## src/link_alarm_pkg.sv

```systemverilog
/*
  constants shared by the link control / alarm block and its host end.
  assumes nothing beyond a systemverilog compiler.
*/
`default_nettype none
package link_alarm_pkg;
  // ****************
  // widths
  // ****************
  localparam int NUM_LANES = 16;
  localparam int EMPH_W = 5;
  localparam int ALARM_W = 6;
  localparam int CNT_W = 5;
  // ****************
  // alarm flag positions
  // ****************
  localparam int ALM_FIFO = 0;
  localparam int ALM_PLL = 1;
  localparam int ALM_LINK_IDLE = 2;
  localparam int ALM_REALIGN = 3;
  localparam int ALM_NCO = 4;
  localparam int ALM_CLK = 5;
  // ****************
  // reset values and counts
  // ****************
  localparam logic [ALARM_W-1:0] ALARM_RST = 6'h00;
  localparam logic [NUM_LANES-1:0] LANE_RST = 16'h0000;
  localparam logic [EMPH_W-1:0] EMPH_RST = 5'h00;
  localparam logic [CNT_W-1:0] CNT_RST = 5'h00;
  // clock compare runs at device_sample_clock / 2
  localparam int CLK_CMP_DIV = 2;
  // cycles the link block is held in reset after a buffer-fault reinit
  localparam logic [3:0] REINIT_CYCLES = 4'h8;
  // default counter period in frame clocks, minus one
  localparam logic [CNT_W-1:0] PERIOD_M1_RST = 5'h1f;
  // link states
  typedef enum logic [3:0] {
    LS_OFF = 4'b0001,
    LS_SYNC = 4'b0010,
    LS_ALIGN = 4'b0100,
    LS_DATA = 4'b1000
  } link_state_e;
endpackage
`default_nettype wire

```

## src/link_alarm_if.sv

```systemverilog
/*
  carrier between the link block (device end) and its host end.
  assumes both ends run on the same i_mclk.
*/
`timescale 1ns/10ps
`default_nettype none
interface link_alarm_if;
  // configuration from host
  logic link_enable;
  logic [link_alarm_pkg::EMPH_W-1:0] serializer_emphasis_level;
  logic use_64b66b;
  logic subclass1;
  logic reinit_on_buffer_fault;
  logic [link_alarm_pkg::ALARM_W-1:0] alarm_mask;
  logic cal_pin_sel_alarm;
  logic input_swap;
  logic [link_alarm_pkg::CNT_W-1:0] period_m1;
  // write-one-to-clear strobes
  logic clear_valid;
  logic [link_alarm_pkg::ALARM_W-1:0] clear_flags;
  logic [link_alarm_pkg::NUM_LANES-1:0] clear_lanes;
  // status to host
  logic [link_alarm_pkg::ALARM_W-1:0] alarm_flags;
  logic [link_alarm_pkg::NUM_LANES-1:0] per_lane_buffer_fault_flags;
  logic alarm_summary;
  logic calibration_status_pin;
  logic in_data_state;
  modport device (
    input link_enable, serializer_emphasis_level, use_64b66b, subclass1,
    input reinit_on_buffer_fault, alarm_mask, cal_pin_sel_alarm, input_swap, period_m1,
    input clear_valid, clear_flags, clear_lanes,
    output alarm_flags, per_lane_buffer_fault_flags, alarm_summary,
    output calibration_status_pin, in_data_state
  );
  modport host (
    output link_enable, serializer_emphasis_level, use_64b66b, subclass1,
    output reinit_on_buffer_fault, alarm_mask, cal_pin_sel_alarm, input_swap, period_m1,
    output clear_valid, clear_flags, clear_lanes,
    input alarm_flags, per_lane_buffer_fault_flags, alarm_summary,
    input calibration_status_pin, in_data_state
  );
endinterface
`default_nettype wire

```

## src/pin_sync2.sv

```systemverilog
/*
  two-flop synchroniser for a bus of independent levels.
  assumes each bit is a slow level; no word coherence is promised.
*/
`timescale 1ns/10ps
`default_nettype none
module pin_sync2 #(
  parameter int W = 1
) (
  // clock and reset
  input wire logic i_mclk,
  input wire logic i_srst,
  // levels
  input wire logic [W-1:0] i_async,
  output logic [W-1:0] o_sync
);
  logic [W-1:0] meta_reg;
  // first stage feeds only the second
  always_ff @(posedge i_mclk) begin
    if (i_srst) begin
      meta_reg <= '0;
      o_sync <= '0;
    end else begin
      meta_reg <= i_async;
      o_sync <= meta_reg;
    end
  end
endmodule
`default_nettype wire

```

## src/link_enable_alarm_monitor.sv

```systemverilog
/*
  device end: link enable / reset gating, emphasis, timing-reference
  counter, sticky alarm collector with mask, summary and status pin.
  assumes pins from other domains (timing reference, sync request, clock
  compare, pll lock, upset strobes) are resynchronised here; lane fault
  pulses come from logic on i_mclk.
*/
// Summary of operation
// - link enable low holds link, serializers, clocks off
// - host disables link before changing link setup
// - link enable high releases link with setup
// - multi-bit emphasis level, larger is stronger
// - timing reference resets multiframe or multiblock counter
// - receiver offsets release point away from arrival spread
// - receiver releases once all lanes arrive
// - subclass 0 counter free-runs with arbitrary phase
// - subclass 0 8b/10b still answers sync request
// - six separate sticky alarm sources
// - alarm bit stays set until host writes one
// - summary alarm only from unmasked set bits
// - status pin high on alarm when selected
// - channel clock mismatch sets clock alarm
// - host enables link, powers channels, clears clock alarm
// - host clears clock alarm after power-down exit
// - lane fifo over or underflow sets fifo alarm
// - per-lane fifo flag names the offending lane
// - optional auto reinit on fifo alarm
// - dual-channel input swap exchanges channel inputs
`timescale 1ns/10ps
`default_nettype none
module link_enable_alarm_monitor (
  // clock and reset
  input wire logic i_mclk,
  input wire logic i_srst,
  // host side
  link_alarm_if.device bus,
  // pins from other domains
  input wire logic i_timing_ref,
  input wire logic i_sync_req_n,
  input wire logic i_clk_a_phase,
  input wire logic i_clk_b_phase,
  input wire logic i_channel_a_power_down,
  input wire logic i_channel_b_power_down,
  input wire logic i_pll_locked,
  input wire logic i_nco_upset,
  // lane fault pulses, same domain
  input wire logic [link_alarm_pkg::NUM_LANES-1:0] i_lane_overflow,
  input wire logic [link_alarm_pkg::NUM_LANES-1:0] i_lane_underflow,
  // analog front controls
  input wire logic i_dual_channel,
  // link controls
  output logic o_link_reset,
  output logic o_serializer_power_down,
  output logic o_link_clock_gate_en,
  output logic [link_alarm_pkg::EMPH_W-1:0] o_serializer_emphasis_level,
  output logic o_frame_counter_edge,
  output logic o_start_sync,
  output logic o_start_align,
  output logic o_channel_a_from_input_b,
  output logic o_channel_b_from_input_a
);
  // ****************
  // synchronisers
  // ****************
  localparam int NSYNC = 8;
  logic [NSYNC-1:0] raw_in;
  logic [NSYNC-1:0] syn;
  assign raw_in = {i_timing_ref, i_sync_req_n, i_clk_a_phase, i_clk_b_phase,
                   i_channel_a_power_down, i_channel_b_power_down,
                   i_pll_locked, i_nco_upset};
  pin_sync2 #(.W(NSYNC)) pin_sync2_inst (
    .i_mclk(i_mclk),
    .i_srst(i_srst),
    .i_async(raw_in),
    .o_sync(syn)
  );
  logic tref_s, sync_n_s, clk_a_s, clk_b_s, pd_a_s, pd_b_s, pll_s, nco_s;
  assign {tref_s, sync_n_s, clk_a_s, clk_b_s, pd_a_s, pd_b_s, pll_s, nco_s} = syn;

  // w1c update: event set wins over clear
  function automatic logic [link_alarm_pkg::NUM_LANES-1:0] sticky(
    input logic [link_alarm_pkg::NUM_LANES-1:0] cur,
    input logic [link_alarm_pkg::NUM_LANES-1:0] set,
    input logic [link_alarm_pkg::NUM_LANES-1:0] clr
  );
    sticky = (cur & ~clr) | set;
  endfunction

  // ****************
  // enable and reinit gating
  // ****************
  logic tref_d_reg, nco_d_reg, tref_edge, fifo_event;
  logic [3:0] reinit_cnt_reg;
  logic link_run;
  assign tref_edge = tref_s & ~tref_d_reg;
  assign fifo_event = |(i_lane_overflow | i_lane_underflow);
  // reinit counts down holding link reset
  always_ff @(posedge i_mclk) begin
    if (i_srst || !bus.link_enable) begin
      reinit_cnt_reg <= 4'h0;
    end else if (fifo_event && bus.reinit_on_buffer_fault && link_run) begin
      reinit_cnt_reg <= link_alarm_pkg::REINIT_CYCLES;
    end else if (reinit_cnt_reg != 4'h0) begin
      reinit_cnt_reg <= reinit_cnt_reg - 4'h1;
    end
  end
  assign link_run = bus.link_enable && (reinit_cnt_reg == 4'h0);
  // control outputs registered so gating is glitch free
  always_ff @(posedge i_mclk) begin
    if (i_srst) begin
      o_link_reset <= 1'b1;
      o_serializer_power_down <= 1'b1;
      o_link_clock_gate_en <= 1'b0;
      o_serializer_emphasis_level <= link_alarm_pkg::EMPH_RST;
    end else begin
      o_link_reset <= !link_run;
      o_serializer_power_down <= !link_run;
      o_link_clock_gate_en <= link_run;
      o_serializer_emphasis_level <= bus.serializer_emphasis_level;
    end
  end

  // ****************
  // frame counter
  // ****************
  logic [link_alarm_pkg::CNT_W-1:0] fcnt_reg;
  // subclass 1 resyncs on reference; subclass 0 just free-runs
  always_ff @(posedge i_mclk) begin
    if (i_srst || !link_run) begin
      fcnt_reg <= link_alarm_pkg::CNT_RST;
      o_frame_counter_edge <= 1'b0;
    end else if (bus.subclass1 && tref_edge) begin
      fcnt_reg <= link_alarm_pkg::CNT_RST;
      o_frame_counter_edge <= 1'b1;
    end else if (fcnt_reg >= bus.period_m1) begin
      fcnt_reg <= link_alarm_pkg::CNT_RST;
      o_frame_counter_edge <= 1'b1;
    end else begin
      fcnt_reg <= fcnt_reg + 5'h01;
      o_frame_counter_edge <= 1'b0;
    end
  end

  // ****************
  // link state machine
  // ****************
  link_alarm_pkg::link_state_e st_reg;
  // 8b/10b waits for sync request release; 64b/66b goes straight to data
  always_ff @(posedge i_mclk) begin
    if (i_srst || !link_run) begin
      st_reg <= link_alarm_pkg::LS_OFF;
    end else begin
      case (st_reg)
        link_alarm_pkg::LS_OFF: begin
          st_reg <= bus.use_64b66b ? link_alarm_pkg::LS_DATA : link_alarm_pkg::LS_SYNC;
        end
        link_alarm_pkg::LS_SYNC: begin
          if (!sync_n_s) st_reg <= link_alarm_pkg::LS_SYNC;
          else st_reg <= link_alarm_pkg::LS_ALIGN;
        end
        link_alarm_pkg::LS_ALIGN: begin
          if (!sync_n_s) st_reg <= link_alarm_pkg::LS_SYNC;
          else if (o_frame_counter_edge) st_reg <= link_alarm_pkg::LS_DATA;
        end
        link_alarm_pkg::LS_DATA: begin
          if (!bus.use_64b66b && !sync_n_s) st_reg <= link_alarm_pkg::LS_SYNC;
        end
        default: st_reg <= link_alarm_pkg::LS_OFF;
      endcase
    end
  end
  assign o_start_sync = (st_reg == link_alarm_pkg::LS_SYNC);
  assign o_start_align = (st_reg == link_alarm_pkg::LS_ALIGN);
  assign bus.in_data_state = (st_reg == link_alarm_pkg::LS_DATA);

  // ****************
  // clock compare at half rate
  // ****************
  logic half_reg, clk_mismatch;
  always_ff @(posedge i_mclk) begin
    if (i_srst) begin
      half_reg <= 1'b0;
      tref_d_reg <= 1'b0;
      nco_d_reg <= 1'b0;
    end else begin
      half_reg <= ~half_reg;
      tref_d_reg <= tref_s;
      nco_d_reg <= nco_s;
    end
  end
  // only meaningful with both channels up
  assign clk_mismatch = half_reg && !pd_a_s && !pd_b_s && (clk_a_s != clk_b_s);

  // ****************
  // alarm collector
  // ****************
  logic [link_alarm_pkg::ALARM_W-1:0] alarm_set;
  logic [link_alarm_pkg::ALARM_W-1:0] clr6;
  logic [link_alarm_pkg::NUM_LANES-1:0] clr_l;
  logic [link_alarm_pkg::NUM_LANES-1:0] alm_w, alm_next;
  logic [link_alarm_pkg::NUM_LANES-1:0] lane_reg;
  logic [link_alarm_pkg::ALARM_W-1:0] alarm_reg;
  always_comb begin
    alarm_set = link_alarm_pkg::ALARM_RST;
    alarm_set[link_alarm_pkg::ALM_FIFO] = fifo_event;
    alarm_set[link_alarm_pkg::ALM_PLL] = link_run && !pll_s;
    alarm_set[link_alarm_pkg::ALM_LINK_IDLE] = bus.link_enable && !bus.in_data_state;
    alarm_set[link_alarm_pkg::ALM_REALIGN] = bus.subclass1 && tref_edge && link_run
                                             && (fcnt_reg != link_alarm_pkg::CNT_RST);
    alarm_set[link_alarm_pkg::ALM_NCO] = nco_s && !nco_d_reg;
    alarm_set[link_alarm_pkg::ALM_CLK] = clk_mismatch;
  end
  assign clr6 = bus.clear_valid ? bus.clear_flags : link_alarm_pkg::ALARM_RST;
  assign clr_l = bus.clear_valid ? bus.clear_lanes : link_alarm_pkg::LANE_RST;
  assign alm_w = {10'h000, alarm_reg};
  assign alm_next = sticky(alm_w, {10'h000, alarm_set}, {10'h000, clr6});
  // sticky flags, one per source
  always_ff @(posedge i_mclk) begin
    if (i_srst) begin
      alarm_reg <= link_alarm_pkg::ALARM_RST;
      lane_reg <= link_alarm_pkg::LANE_RST;
    end else begin
      alarm_reg <= alm_next[link_alarm_pkg::ALARM_W-1:0];
      lane_reg <= sticky(lane_reg, i_lane_overflow | i_lane_underflow, clr_l);
    end
  end
  assign bus.alarm_flags = alarm_reg;
  assign bus.per_lane_buffer_fault_flags = lane_reg;
  // summary and pin registered for clean pin level
  always_ff @(posedge i_mclk) begin
    if (i_srst) begin
      bus.alarm_summary <= 1'b0;
      bus.calibration_status_pin <= 1'b0;
    end else begin
      bus.alarm_summary <= |(alarm_reg & ~bus.alarm_mask);
      bus.calibration_status_pin <= bus.cal_pin_sel_alarm
                                    && |(alarm_reg & ~bus.alarm_mask);
    end
  end

  // ****************
  // input routing
  // ****************
  always_ff @(posedge i_mclk) begin
    if (i_srst) begin
      o_channel_a_from_input_b <= 1'b0;
      o_channel_b_from_input_a <= 1'b0;
    end else begin
      o_channel_a_from_input_b <= i_dual_channel && bus.input_swap;
      o_channel_b_from_input_a <= i_dual_channel && bus.input_swap;
    end
  end
endmodule
`default_nettype wire

```

## src/flat_wrapper.sv

```systemverilog
// flat-port wrapper written by rule: the top's interface ports become plain ports
module link_enable_alarm_monitor_flat 
  (i_mclk, i_srst, i_timing_ref, i_sync_req_n, i_clk_a_phase, i_clk_b_phase, i_channel_a_power_down, i_channel_b_power_down, i_pll_locked, i_nco_upset, i_lane_overflow, i_lane_underflow, i_dual_channel, o_link_reset, o_serializer_power_down, o_link_clock_gate_en, o_serializer_emphasis_level, o_frame_counter_edge, o_start_sync, o_start_align, o_channel_a_from_input_b, o_channel_b_from_input_a, bus_link_enable, bus_serializer_emphasis_level, bus_use_64b66b, bus_subclass1, bus_reinit_on_buffer_fault, bus_alarm_mask, bus_cal_pin_sel_alarm, bus_input_swap, bus_period_m1, bus_clear_valid, bus_clear_flags, bus_clear_lanes, bus_alarm_flags, bus_per_lane_buffer_fault_flags, bus_alarm_summary, bus_calibration_status_pin, bus_in_data_state);
  link_alarm_if bus_i ();
  input wire logic i_mclk;
  input wire logic i_srst;
  input wire logic i_timing_ref;
  input wire logic i_sync_req_n;
  input wire logic i_clk_a_phase;
  input wire logic i_clk_b_phase;
  input wire logic i_channel_a_power_down;
  input wire logic i_channel_b_power_down;
  input wire logic i_pll_locked;
  input wire logic i_nco_upset;
  input wire logic [link_alarm_pkg::NUM_LANES-1:0] i_lane_overflow;
  input wire logic [link_alarm_pkg::NUM_LANES-1:0] i_lane_underflow;
  input wire logic i_dual_channel;
  output logic o_link_reset;
  output logic o_serializer_power_down;
  output logic o_link_clock_gate_en;
  output logic [link_alarm_pkg::EMPH_W-1:0] o_serializer_emphasis_level;
  output logic o_frame_counter_edge;
  output logic o_start_sync;
  output logic o_start_align;
  output logic o_channel_a_from_input_b;
  output logic o_channel_b_from_input_a;
  input wire logic [$bits(bus_i.link_enable)-1:0] bus_link_enable;
  input wire logic [$bits(bus_i.serializer_emphasis_level)-1:0] bus_serializer_emphasis_level;
  input wire logic [$bits(bus_i.use_64b66b)-1:0] bus_use_64b66b;
  input wire logic [$bits(bus_i.subclass1)-1:0] bus_subclass1;
  input wire logic [$bits(bus_i.reinit_on_buffer_fault)-1:0] bus_reinit_on_buffer_fault;
  input wire logic [$bits(bus_i.alarm_mask)-1:0] bus_alarm_mask;
  input wire logic [$bits(bus_i.cal_pin_sel_alarm)-1:0] bus_cal_pin_sel_alarm;
  input wire logic [$bits(bus_i.input_swap)-1:0] bus_input_swap;
  input wire logic [$bits(bus_i.period_m1)-1:0] bus_period_m1;
  input wire logic [$bits(bus_i.clear_valid)-1:0] bus_clear_valid;
  input wire logic [$bits(bus_i.clear_flags)-1:0] bus_clear_flags;
  input wire logic [$bits(bus_i.clear_lanes)-1:0] bus_clear_lanes;
  output wire logic [$bits(bus_i.alarm_flags)-1:0] bus_alarm_flags;
  output wire logic [$bits(bus_i.per_lane_buffer_fault_flags)-1:0] bus_per_lane_buffer_fault_flags;
  output wire logic [$bits(bus_i.alarm_summary)-1:0] bus_alarm_summary;
  output wire logic [$bits(bus_i.calibration_status_pin)-1:0] bus_calibration_status_pin;
  output wire logic [$bits(bus_i.in_data_state)-1:0] bus_in_data_state;
  assign bus_i.link_enable = bus_link_enable;
  assign bus_i.serializer_emphasis_level = bus_serializer_emphasis_level;
  assign bus_i.use_64b66b = bus_use_64b66b;
  assign bus_i.subclass1 = bus_subclass1;
  assign bus_i.reinit_on_buffer_fault = bus_reinit_on_buffer_fault;
  assign bus_i.alarm_mask = bus_alarm_mask;
  assign bus_i.cal_pin_sel_alarm = bus_cal_pin_sel_alarm;
  assign bus_i.input_swap = bus_input_swap;
  assign bus_i.period_m1 = bus_period_m1;
  assign bus_i.clear_valid = bus_clear_valid;
  assign bus_i.clear_flags = bus_clear_flags;
  assign bus_i.clear_lanes = bus_clear_lanes;
  assign bus_alarm_flags = bus_i.alarm_flags;
  assign bus_per_lane_buffer_fault_flags = bus_i.per_lane_buffer_fault_flags;
  assign bus_alarm_summary = bus_i.alarm_summary;
  assign bus_calibration_status_pin = bus_i.calibration_status_pin;
  assign bus_in_data_state = bus_i.in_data_state;
  link_enable_alarm_monitor u_core (.i_mclk(i_mclk), .i_srst(i_srst), .bus(bus_i), .i_timing_ref(i_timing_ref), .i_sync_req_n(i_sync_req_n), .i_clk_a_phase(i_clk_a_phase), .i_clk_b_phase(i_clk_b_phase), .i_channel_a_power_down(i_channel_a_power_down), .i_channel_b_power_down(i_channel_b_power_down), .i_pll_locked(i_pll_locked), .i_nco_upset(i_nco_upset), .i_lane_overflow(i_lane_overflow), .i_lane_underflow(i_lane_underflow), .i_dual_channel(i_dual_channel), .o_link_reset(o_link_reset), .o_serializer_power_down(o_serializer_power_down), .o_link_clock_gate_en(o_link_clock_gate_en), .o_serializer_emphasis_level(o_serializer_emphasis_level), .o_frame_counter_edge(o_frame_counter_edge), .o_start_sync(o_start_sync), .o_start_align(o_start_align), .o_channel_a_from_input_b(o_channel_a_from_input_b), .o_channel_b_from_input_a(o_channel_b_from_input_a));
endmodule
```

## config.mk

```make
export PLATFORM = sky130hd
export DESIGN_NAME = link_enable_alarm_monitor_flat
export DESIGN_NICKNAME = d
export VERILOG_FILES = /design/src/link_alarm_pkg.sv /design/src/link_alarm_if.sv /design/src/pin_sync2.sv /design/src/link_enable_alarm_monitor.sv /design/src/flat_wrapper.sv
export SDC_FILE = /design/constraint.sdc
export NUM_CORES = 1
export LEC_CHECK = 0
export BUFFER_PORTS_ARGS = -buffer_cell sky130_fd_sc_hd__buf_2
export CAP_MARGIN = 30
export CORE_UTILIZATION = 43
export CTS_BUF_LIST = sky130_fd_sc_hd__clkbuf_4 sky130_fd_sc_hd__clkbuf_8
export DETAILED_ROUTE_END_ITERATION = 10
export PLACE_DENSITY_LB_ADDON = 0.15
export SLEW_MARGIN = 40
export SYNTH_ARGS = -nofsm -noshare
export SYNTH_HDL_FRONTEND = slang
export SYNTH_SLANG_ARGS = --single-unit
```

## constraint.sdc

```tcl
create_clock -name i_mclk -period 2.61 [get_ports i_mclk]
set_input_delay 0.261 -clock i_mclk [delete_from_list [all_inputs] [get_ports i_mclk]]
set_output_delay 0.261 -clock i_mclk [all_outputs]
set_load 0.005 [all_outputs]
```

After elaboration in Yosys (flattened, before gate mapping)

Index checks and enable logic that the tools add are counted.

Bitwise logic cells: 12
Equal/unequal tests: 7
Add/subtract/negate cells: 2
Magnitude comparators: 1
Mux-type cells: 12
Reduce and logical (&&, ||, !) cells: 35

Operator list:

| cell                  | number |
|---|---|
| $or A16 B16 Y16       | 2 |
| $mux W4               | 6 |
| $and A16 B16 Y16      | 1 |
| $mux W16              | 1 |
| $not A16 Y16          | 1 |
| $pmux W4 S4           | 1 |
| $reduce_or A16 Y1     | 1 |
| $logic_and A1 B1 Y1   | 15 |
| $and A6 B6 Y6         | 2 |
| $not A6 Y6            | 2 |
| $logic_not A1 Y1      | 9 |
| $mux W6               | 1 |
| $or A6 B6 Y6          | 1 |
| $reduce_or A6 Y1      | 1 |
| $add A5 B1 Y5 const B | 1 |
| $ge A5 B5 Y1          | 1 |
| $reduce_bool A5 Y1    | 1 |
| $eq A4 B1 Y1 const B  | 1 |
| $eq A4 B2 Y1 const B  | 1 |
| $eq A4 B3 Y1 const B  | 1 |
| $eq A4 B4 Y1 const B  | 1 |
| $logic_not A4 Y1      | 1 |
| $reduce_bool A4 Y1    | 1 |
| $sub A4 B1 Y4 const B | 1 |
| 12 further kinds      | 15 |

Flip-flop bits (word level): 65
Bits of input ports: 88
Logic and storage cells: 87

Longest topological paths before layout

Gate-level depths: netlist of the first run.

Word-level depth: 6
Mapped depth: 7
Depth with buffers taken out: 7

Modules after synthesis

From an unflattened synthesis of the first run, not the netlist that was laid out.

Cell total of the unflattened synthesis: 279
Area, all modules: 2,685.1 sq um

By module, submodules not included:

| module                    | area an instance (sq um) | instances | cells an instance |
|---|---|---|---|
| link_enable_alarm_monitor | 2,220.9                  | 1         | 246 |
| pin_sync2                 | 464.2                    | 1         | 33 |

Worst setup path after synthesis of the first run

No wires, ideal clock.

Path type: reg-to-reg
Start point: reg u_core.reinit_cnt_reg[0]
End point: reg u_core.st_reg[1]
Period minus slack after synthesis: 1.521 ns
Buffers on the path: 0
Data required time: 2.550 ns
Data arrival time: 1.461 ns
Stages on the path, launching flop included: 7
Setup time: 0.060 ns
Slack: 1.089 ns
Path through: dfxtp_1 -> inv_1 -> ha_1 -> nor3b_2 -> nand2_4 -> a21o_1 -> and3b_1

Cells in the longest elaborated chain, start to end: 4

RTL lines:

| what                     | RTL line                         | RTL |
|---|---|---|
| start: declaration       | link_enable_alarm_monitor.sv:93  | `logic [3:0] reinit_cnt_reg;` |
| start signal: assignment | link_enable_alarm_monitor.sv:102 | `reinit_cnt_reg <= link_alarm_pkg::REINIT_CYCLES;` |
| start signal: assignment | link_enable_alarm_monitor.sv:104 | `reinit_cnt_reg <= reinit_cnt_reg - 4'h1;` |
| $logic_not A4 Y1         | link_enable_alarm_monitor.sv:107 | `assign link_run = bus.link_enable && (reinit_cnt_reg == 4'h0);` |
| $logic_and A1 B1 Y1      | link_enable_alarm_monitor.sv:107 |  |
| $logic_not A1 Y1         | link_enable_alarm_monitor.sv:150 | `if (i_srst \|\| !link_run) begin` |
| $logic_or A1 B1 Y1       | link_enable_alarm_monitor.sv:150 |  |
| end signal: assignment   | link_enable_alarm_monitor.sv:151 | `st_reg <= link_alarm_pkg::LS_OFF;` |
| end signal: assignment   | link_enable_alarm_monitor.sv:155 | `st_reg <= bus.use_64b66b ? link_alarm_pkg::LS_DATA : link_alarm_pkg::LS_SYNC;` |
| end signal: assignment   | link_enable_alarm_monitor.sv:158 | `if (!sync_n_s) st_reg <= link_alarm_pkg::LS_SYNC;` |
| end: declaration         | link_enable_alarm_monitor.sv:147 | `link_alarm_pkg::link_state_e st_reg;` |

Every way passes these cells.
A chain may end at the register's enable or synchronous reset.

Final worst setup path of the first run

Start point: reg u_core.st_reg[0]
End point: out bus_in_data_state

Cells in the longest elaborated chain, start to end: 1

RTL lines:

| what             | RTL line                         | RTL |
|---|---|---|
| $eq A4 B4 Y1     | link_enable_alarm_monitor.sv:174 | `assign bus.in_data_state = (st_reg == link_alarm_pkg::LS_DATA);` |
| end: declaration | flat_wrapper.sv:43               | `output wire logic [$bits(bus_i.in_data_state)-1:0] bus_in_data_state;` |

Every way passes these cells.

==> results.md, run 1 <==
- Final Skew: between 0.006 and 0.007 ns
- Die footprint: 0.00622 mm²
- Post-synthesis compound-gate area fraction: around 12%
- Max-slew violation total from the final report: 0
- GRT Residual Overflow: 0
- Register bit count reported by yosys: 65
- Initial antenna violation count: 0
- Postcts setup bufs: 0
- Routed Wire Length: approximately 6.0 mm
- Dpl hpwl: 4.48 mm
- CP endpoint kind: primary output
- H-Tree Depth: 3
- Leakage: ~1.6 nW
- Total CTS buffers: 9
- Met2 Use GR: 34.4%
- Sequential fraction of the synthesis area: approximately half
- DRT Pass-1 Iters: 4
- Commonest non-fill, non-tap cell in the layout: buf_2
- Total global-route track usage: roughly 20%
- Slowest Stage Delay on Critical Path: just over 0.6 ns
- Hold Crit Class: input pin to flop
- Resized Gates After CTS: 0
- Vias in the first global route: between 2000 and 2500
- Clk sinks: 65
- DR vias/cell: around 4.8
- Area grow syn2layout: 35.9%
- Cell Chain, Critical Path: or4b_4, inv_1, buf_2
- Grt met3 use: around 5.4%
- DIE WIDTH: 78.9 µm
- Dominant combinational cell family by area after synthesis: simple AND/OR/NAND/NOR gates
- WP data required: ~2.4 ns
- Share of cells above drive strength 1: 36.9%
- Reg2reg setup slack: 0.85 ns
- Post-layout util: 61.6%
- First-pass GRT wire length: ~9.6 mm
- TritonCTS clock tree: done
- CP startpoint kind: flop
- CTS root buf: clkbuf_8
- Final hold violation count: 0
- Fin area: 0.00346 mm²
- Post-synthesis adder-cell area fraction: under 10%
- Status: finished clean
- Worst slew pin tran: 0.593 ns
- Clock slew at reported path FFs: 0.07 ns
- Pin count of the biggest net entering global routing: 31
- Most frequent cells in the layout: 125 x buf_2, 65 x dfxtp_1, 30 x nor2b_1
- CTS Buffer Depth: 2
- Die height: about 80 µm
- Core Rows: 27
- RSZ-0062 raised after global routing: no
- Relative slew slack: approximately 60%
- Max-cap violation count: 0
- Via Count: between 2000 and 2500
- Initial Util: a little under half
- Synth warnings: 0
- Syn nets: about 370
- Routed wire per std cell: between 10 and 15 µm
- Fmax: about 550 MHz
- Placed cell areas: 0.00321 mm²
- Yosys top cell area share: 51.2%
- Crit Path Category: flop to primary output
- Worst-Skew Late Latency: around 0.34 ns
- Synth unique cells: 39
- Synth Instances: 269
- Synth Area in XOR/XNOR: approximately 2.4%
- Final ANT Viol Nets: 0
- Netlist Area Pre-Place: roughly 0.0025 mm²
- Filler instances: roughly 500
- Fin crit share: a little over two thirds
- Mapped Avg Cell Area: about 9.5 µm²
- # DRC: 0
- Busiest grt layer: met2
- # hold bufs at CTS: 0
- Min Hold Slack: approximately 0.12 ns
- Routability Congestion: 0.776
- Setup-failing EPs final: 0
- Mux cell area share after synthesis: 0%
- CORE AREA: 0.00561 mm²
- Setup TNS: 0 ns
- GR met1 Demand/Resource: roughly a quarter
- Post-Synth Simple-Gate Area: between 20% and 30%
- Tmin final: roughly 1.8 ns
- Maximum vdd drop: between 0.0004 and 0.0005 V
- I/O pins: 126
- Slowest-stage cell, CP: or4b_4
- Power Density: ~700 mW/mm²
- Number of port buffers: ~130
- Dominant cell type by area after synthesis: dfxtp_1
- CP arrival: around 1.6 ns
- Number of nets in the final layout: between 400 and 500
- Crit path max fanout: 9
- Synth top area cells: dfxtp_1 51%, nor2b_1 7.4%, a211oi_1 5.3%, ha_1 4.4%, nand2_1 4.0%
- Iter 0 DRT Violations: a little under 90
- Largest register FFs: 16
- N_diodes: 0
[critical path: cells and delay by family (launching register included)]
kind | cells | cell delay (ns)
simple gates | 1 | 0.61
buf+inv | 2 | 0.24
flops | 1 | 0.38
[routing by layer]
metal  vias up  part of all wire (%)
li1       1178                     -
met1      1033                    42
met2        72                    49
met3         8                   7.0
met4         0                   1.5
met5         -                     0
[synth_stat cells]
library cell,number
a2111oi_0,1
a2111oi_2,1
a211oi_1,18
a211oi_2,1
a21o_1,3
a21oi_1,4
a22oi_1,2
a2bb2oi_1,1
a31oi_1,1
a32oi_1,1
and2_1,2
and3b_1,2
buf_4,2
buf_6,1
clkbuf_1,7
dfxtp_1,65
ha_1,9
inv_1,12
nand2_1,27
nand2_4,1
nand2b_1,4
nand3_1,4
nand3b_1,2
nand4_1,3
nor2_1,27
nor2b_1,30
nor3_1,8
nor3b_2,1
nor4_1,8
nor4b_1,2
o2111a_1,1
o211ai_1,1
o21a_1,1
o21ai_0,6
or3_1,1
or4b_2,1
or4b_4,1
xnor2_1,3
xor2_1,4
[final cells by class]
class                           instances  area (µm²)  share of cell area, %
Clock buffer                            9         124                   3.58
Clock inverter                          7         119                   3.44
Tap cell                               72        90.1                   2.61
Multi-Input combinational cell        182        1140                   33.1
Inverter                               12        45.0                   1.30
Timing Repair Buffer                  126         633                   18.3
Sequential cell                        65        1300                   37.7
[final timing paths]
check                                                     start                           endpoint  depth (start not counted)
worst min register to register  u_core.pin_sync2_inst.o_sync[1]          u_core.bus.alarm_flags[1]                          1
worst max-delay path                           u_core.st_reg[0]                  bus_in_data_state                          3
worst max register to register         u_core.reinit_cnt_reg[0]                   u_core.st_reg[1]                          6
worst min-delay path                              i_clk_b_phase  u_core.pin_sync2_inst.meta_reg[4]                          2
[cells by family (layout without fill, tap and decap cells)]
kind of cell,Yosys count,in the layout
simple gates,124,124
flops,65,65
compound gates,42,42
buf+inv,22,154
fa+ha+maj,9,9
xor+xnor,7,7
[power breakdown]
| part | switching, mW | internal (mW) |
|---|---|---|
| clock network | 0.393 | 0.634 |
| logic | 0.136 | 0.146 |
| registers | 0.0353 | 1.05 |
| total | 0.564 | 1.83 |
[through the flow]
| step | worst slack [ns] | power (mW) | std cells |
|---|---|---|---|
| floorplan | 1.09 | 1.26 | 269 |
| global placement | 0.962 | 1.38 | 457 |
| detailed placement | 0.877 | 1.39 | 457 |
| CTS | 0.765 | 2.42 | 473 |
| global route | 0.700 | 2.50 | 473 |
| finish | 0.784 | 2.40 | 473 |
No activity file was read; power rests on OpenSTA's default activity.
==> run 2, diff against run 1 <==
==> constraint.sdc (replaced) <==
create_clock -name i_mclk -period 1.73 [get_ports i_mclk]
set_input_delay 0.173 -clock i_mclk [delete_from_list [all_inputs] [get_ports i_mclk]]
set_output_delay 0.173 -clock i_mclk [all_outputs]
set_load 0.005 [all_outputs]
==> run 2 against run 1 <==
  * Sequential cell count is the same
  * Final cell count up 0.63%
  * Sequential share of layout area decreased by 0.42 points
  * First-iteration DRC count is 36% lower
  * Highest routed layer unchanged
  * Critical path type unchanged
  * Critical endpoint unchanged
  * Final area is 1.2% higher
  * Sequential power up 50%
==> results.md, run 2 (synthesis gave the netlist of run 1 again) <==
- Status: finished clean
- Fin area: 0.00350 mm² (+1.2%)
- Share of cells above drive strength 1: 37.9% (+0.96 points)
- Clock slew at reported path FFs: 0.07 ns (about the same)
- Core Rows: 27 (unchanged)
- CTS root buf: clkbuf_8
- # DRC: 0 (unchanged)
- Setup-failing EPs final: 0 (unchanged)
- Tmin final: between 1.5 and 2 ns
- Post-layout util: 62.4% (+0.76 points)
- Initial antenna violation count: 0 (unchanged)
- Worst slew pin tran: 0.510 ns (-0.0830 ns)
- Iter 0 DRT Violations: 57 (-36%)
- Placed cell areas: 0.00324 mm² (+0.70%)
- CP startpoint kind: flop
- Area grow syn2layout: 37.6%
- DR vias/cell: 4.93 (+1.8%)
- Max-slew violation total from the final report: 0 (unchanged)
- DIE WIDTH: 78.9 µm (unchanged)
- Setup TNS: 0 ns (unchanged)
- Max-cap violation count: 0 (unchanged)
- Number of nets in the final layout: 496 (+0.61%)
- Slowest-stage cell, CP: or4b_4
- Most frequent cells in the layout: 125 x buf_2, 64 x dfxtp_1, 30 x nor2b_1
- Clk sinks: 65 (unchanged)
- Initial Util: 45.3% (unchanged)
- Number of port buffers: 125 (unchanged)
- Power Density: 1070 mW/mm² (+55%)
- Largest register FFs: 16 (unchanged)
- Final hold violation count: 0 (unchanged)
- CP arrival: 1.49 ns (-0.08 ns)
- Slowest Stage Delay on Critical Path: 0.58 ns (-0.03 ns)
- Pin count of the biggest net entering global routing: 23 (-26%)
- Maximum vdd drop: 0.000597 V (+37%)
- DR WL met2: 2.96 mm (+0.47%)
- RSZ-0062 raised after global routing: no
- Routed wire per std cell: 12.6 µm (-0.76%)
- Cell Chain, Critical Path: or4b_4, inv_2, buf_2
- I/O pins: 126 (unchanged)
- Crit path max fanout: 9 (unchanged)
- CP endpoint kind: primary output
- Total CTS buffers: 9 (unchanged)
- Die footprint: 0.00622 mm² (unchanged)
- Family with the most delay on the worst path: simple AND/OR/NAND/NOR gates
- H-Tree Depth: 3 (unchanged)
- M1 WL: 2.54 mm (about the same)
- Met3 WL post-DR: 372 µm (-11%)
- First-pass GRT wire length: 9.34 mm (-2.4%)
- WP data required: 1.56 ns (-0.79 ns)
- Hold Crit Class: input pin to flop
- Commonest non-fill, non-tap cell in the layout: buf_2
- CTS Buffer Depth: 2 (unchanged)
- Filler instances: 517 (+1.8%)
- Dpl hpwl: 4.57 mm (+2.0%)
- Vias in the first global route: 2174 (+0.79%)
- Relative slew slack: 65.1% (+5.1 points)
- Top Metal Used: met4
- Crit Path Category: flop to primary output
- TritonCTS clock tree: done
- Fmax: 603 MHz
- Worst setup margin: 0.0714 ns (-0.712 ns)
- N_diodes: 0 (unchanged)
- GRT Residual Overflow: 0 (unchanged)
- Routability Congestion: 0.834 (+7.4%)
- Worst-Skew Late Latency: 0.34 ns (about the same)
- Buf+Inv Stages, Crit Path: 2 (unchanged)
- DRT Pass-1 Iters: 4 (unchanged)
- Final ANT Viol Nets: 0 (unchanged)
- Pre-CTS WS: 0.0584 ns (-0.818 ns)
- Routed Wire Length: 6.00 mm (-0.13%)
- Total global-route track usage: 19.7% (-0.45 points)
- CORE AREA: 0.00561 mm² (unchanged)
- Fin crit share: 95.9%
- Die height: 78.9 µm (unchanged)
- Final Skew: 0.00662 ns (-0.0000756 ns)
- Via Count: 2348 (+2.5%)
- Leakage: 1.67 nW (+1.8%)
run 2: final timing paths:
| check | start | endpoint | slack (ns) | cells after the start |
|---|---|---|---|---|
| setup / recovery | u_core.st_reg[0] | bus_in_data_state | 0.07 | 3 |
| hold / removal | bus_cal_pin_sel_alarm | u_core.bus.calibration_status_pin | 0.03 | 2 |
| setup reg to reg | u_core.fcnt_reg[3] | u_core.o_frame_counter_edge | 0.16 | 5 |
| hold reg to reg | u_core.pin_sync2_inst.o_sync[1] | u_core.bus.alarm_flags[1] | 0.42 | 1 |
run 2: cell type report:
| cell class | count | area (µm²) | area share (%) |
|---|---|---|---|
| multi-input cells | 182 | 1140 | 32.7 |
| clock inverters | 6 | 130 | 3.72 |
| flip-flops and latches | 65 | 1300 | 37.2 |
| repair buffers | 129 | 656 | 18.7 |
| clock buffers | 10 | 131 | 3.76 |
| inverters | 12 | 45.0 | 1.29 |
| well taps | 72 | 90.1 | 2.58 |
run 2: repair_timing:
item / in CTS / in global routing
hold buffers: 0 / 0
setup buffers: 0 / 0
resized for setup: 1 / 2
setup endpoints to repair: 1 / 7
gates cloned: 0 / 0
run 2: per-layer routing:
metal	vias to the layer above	global-route usage (%)
met3	10	5.52
met5	-	0
li1	1186	-
met1	1078	21.9
met2	74	34.1
met4	0	10.7
run 2: report_power, final:
part | total [mW] | switching [mW] | internal, mW
clock network | 1.68 | 0.564 | 1.11
registers | 1.64 | 0.0530 | 1.59
logic | 0.439 | 0.208 | 0.231
total | 3.76 | 0.825 | 2.93
run 2: stage by stage:
| step | hold WS (ns) | std cells | total power, mW |
|---|---|---|---|
| 2_1_floorplan | 0.287 | 269 | 1.90 |
| 3_3_place_gp | 0.374 | 460 | 2.10 |
| 3_5_place_dp | 0.380 | 460 | 2.11 |
| 4_1_cts | 0.0177 | 476 | 3.80 |
| 5_1_grt | 0.0213 | 476 | 3.94 |
| 6_report | 0.0344 | 476 | 3.76 |
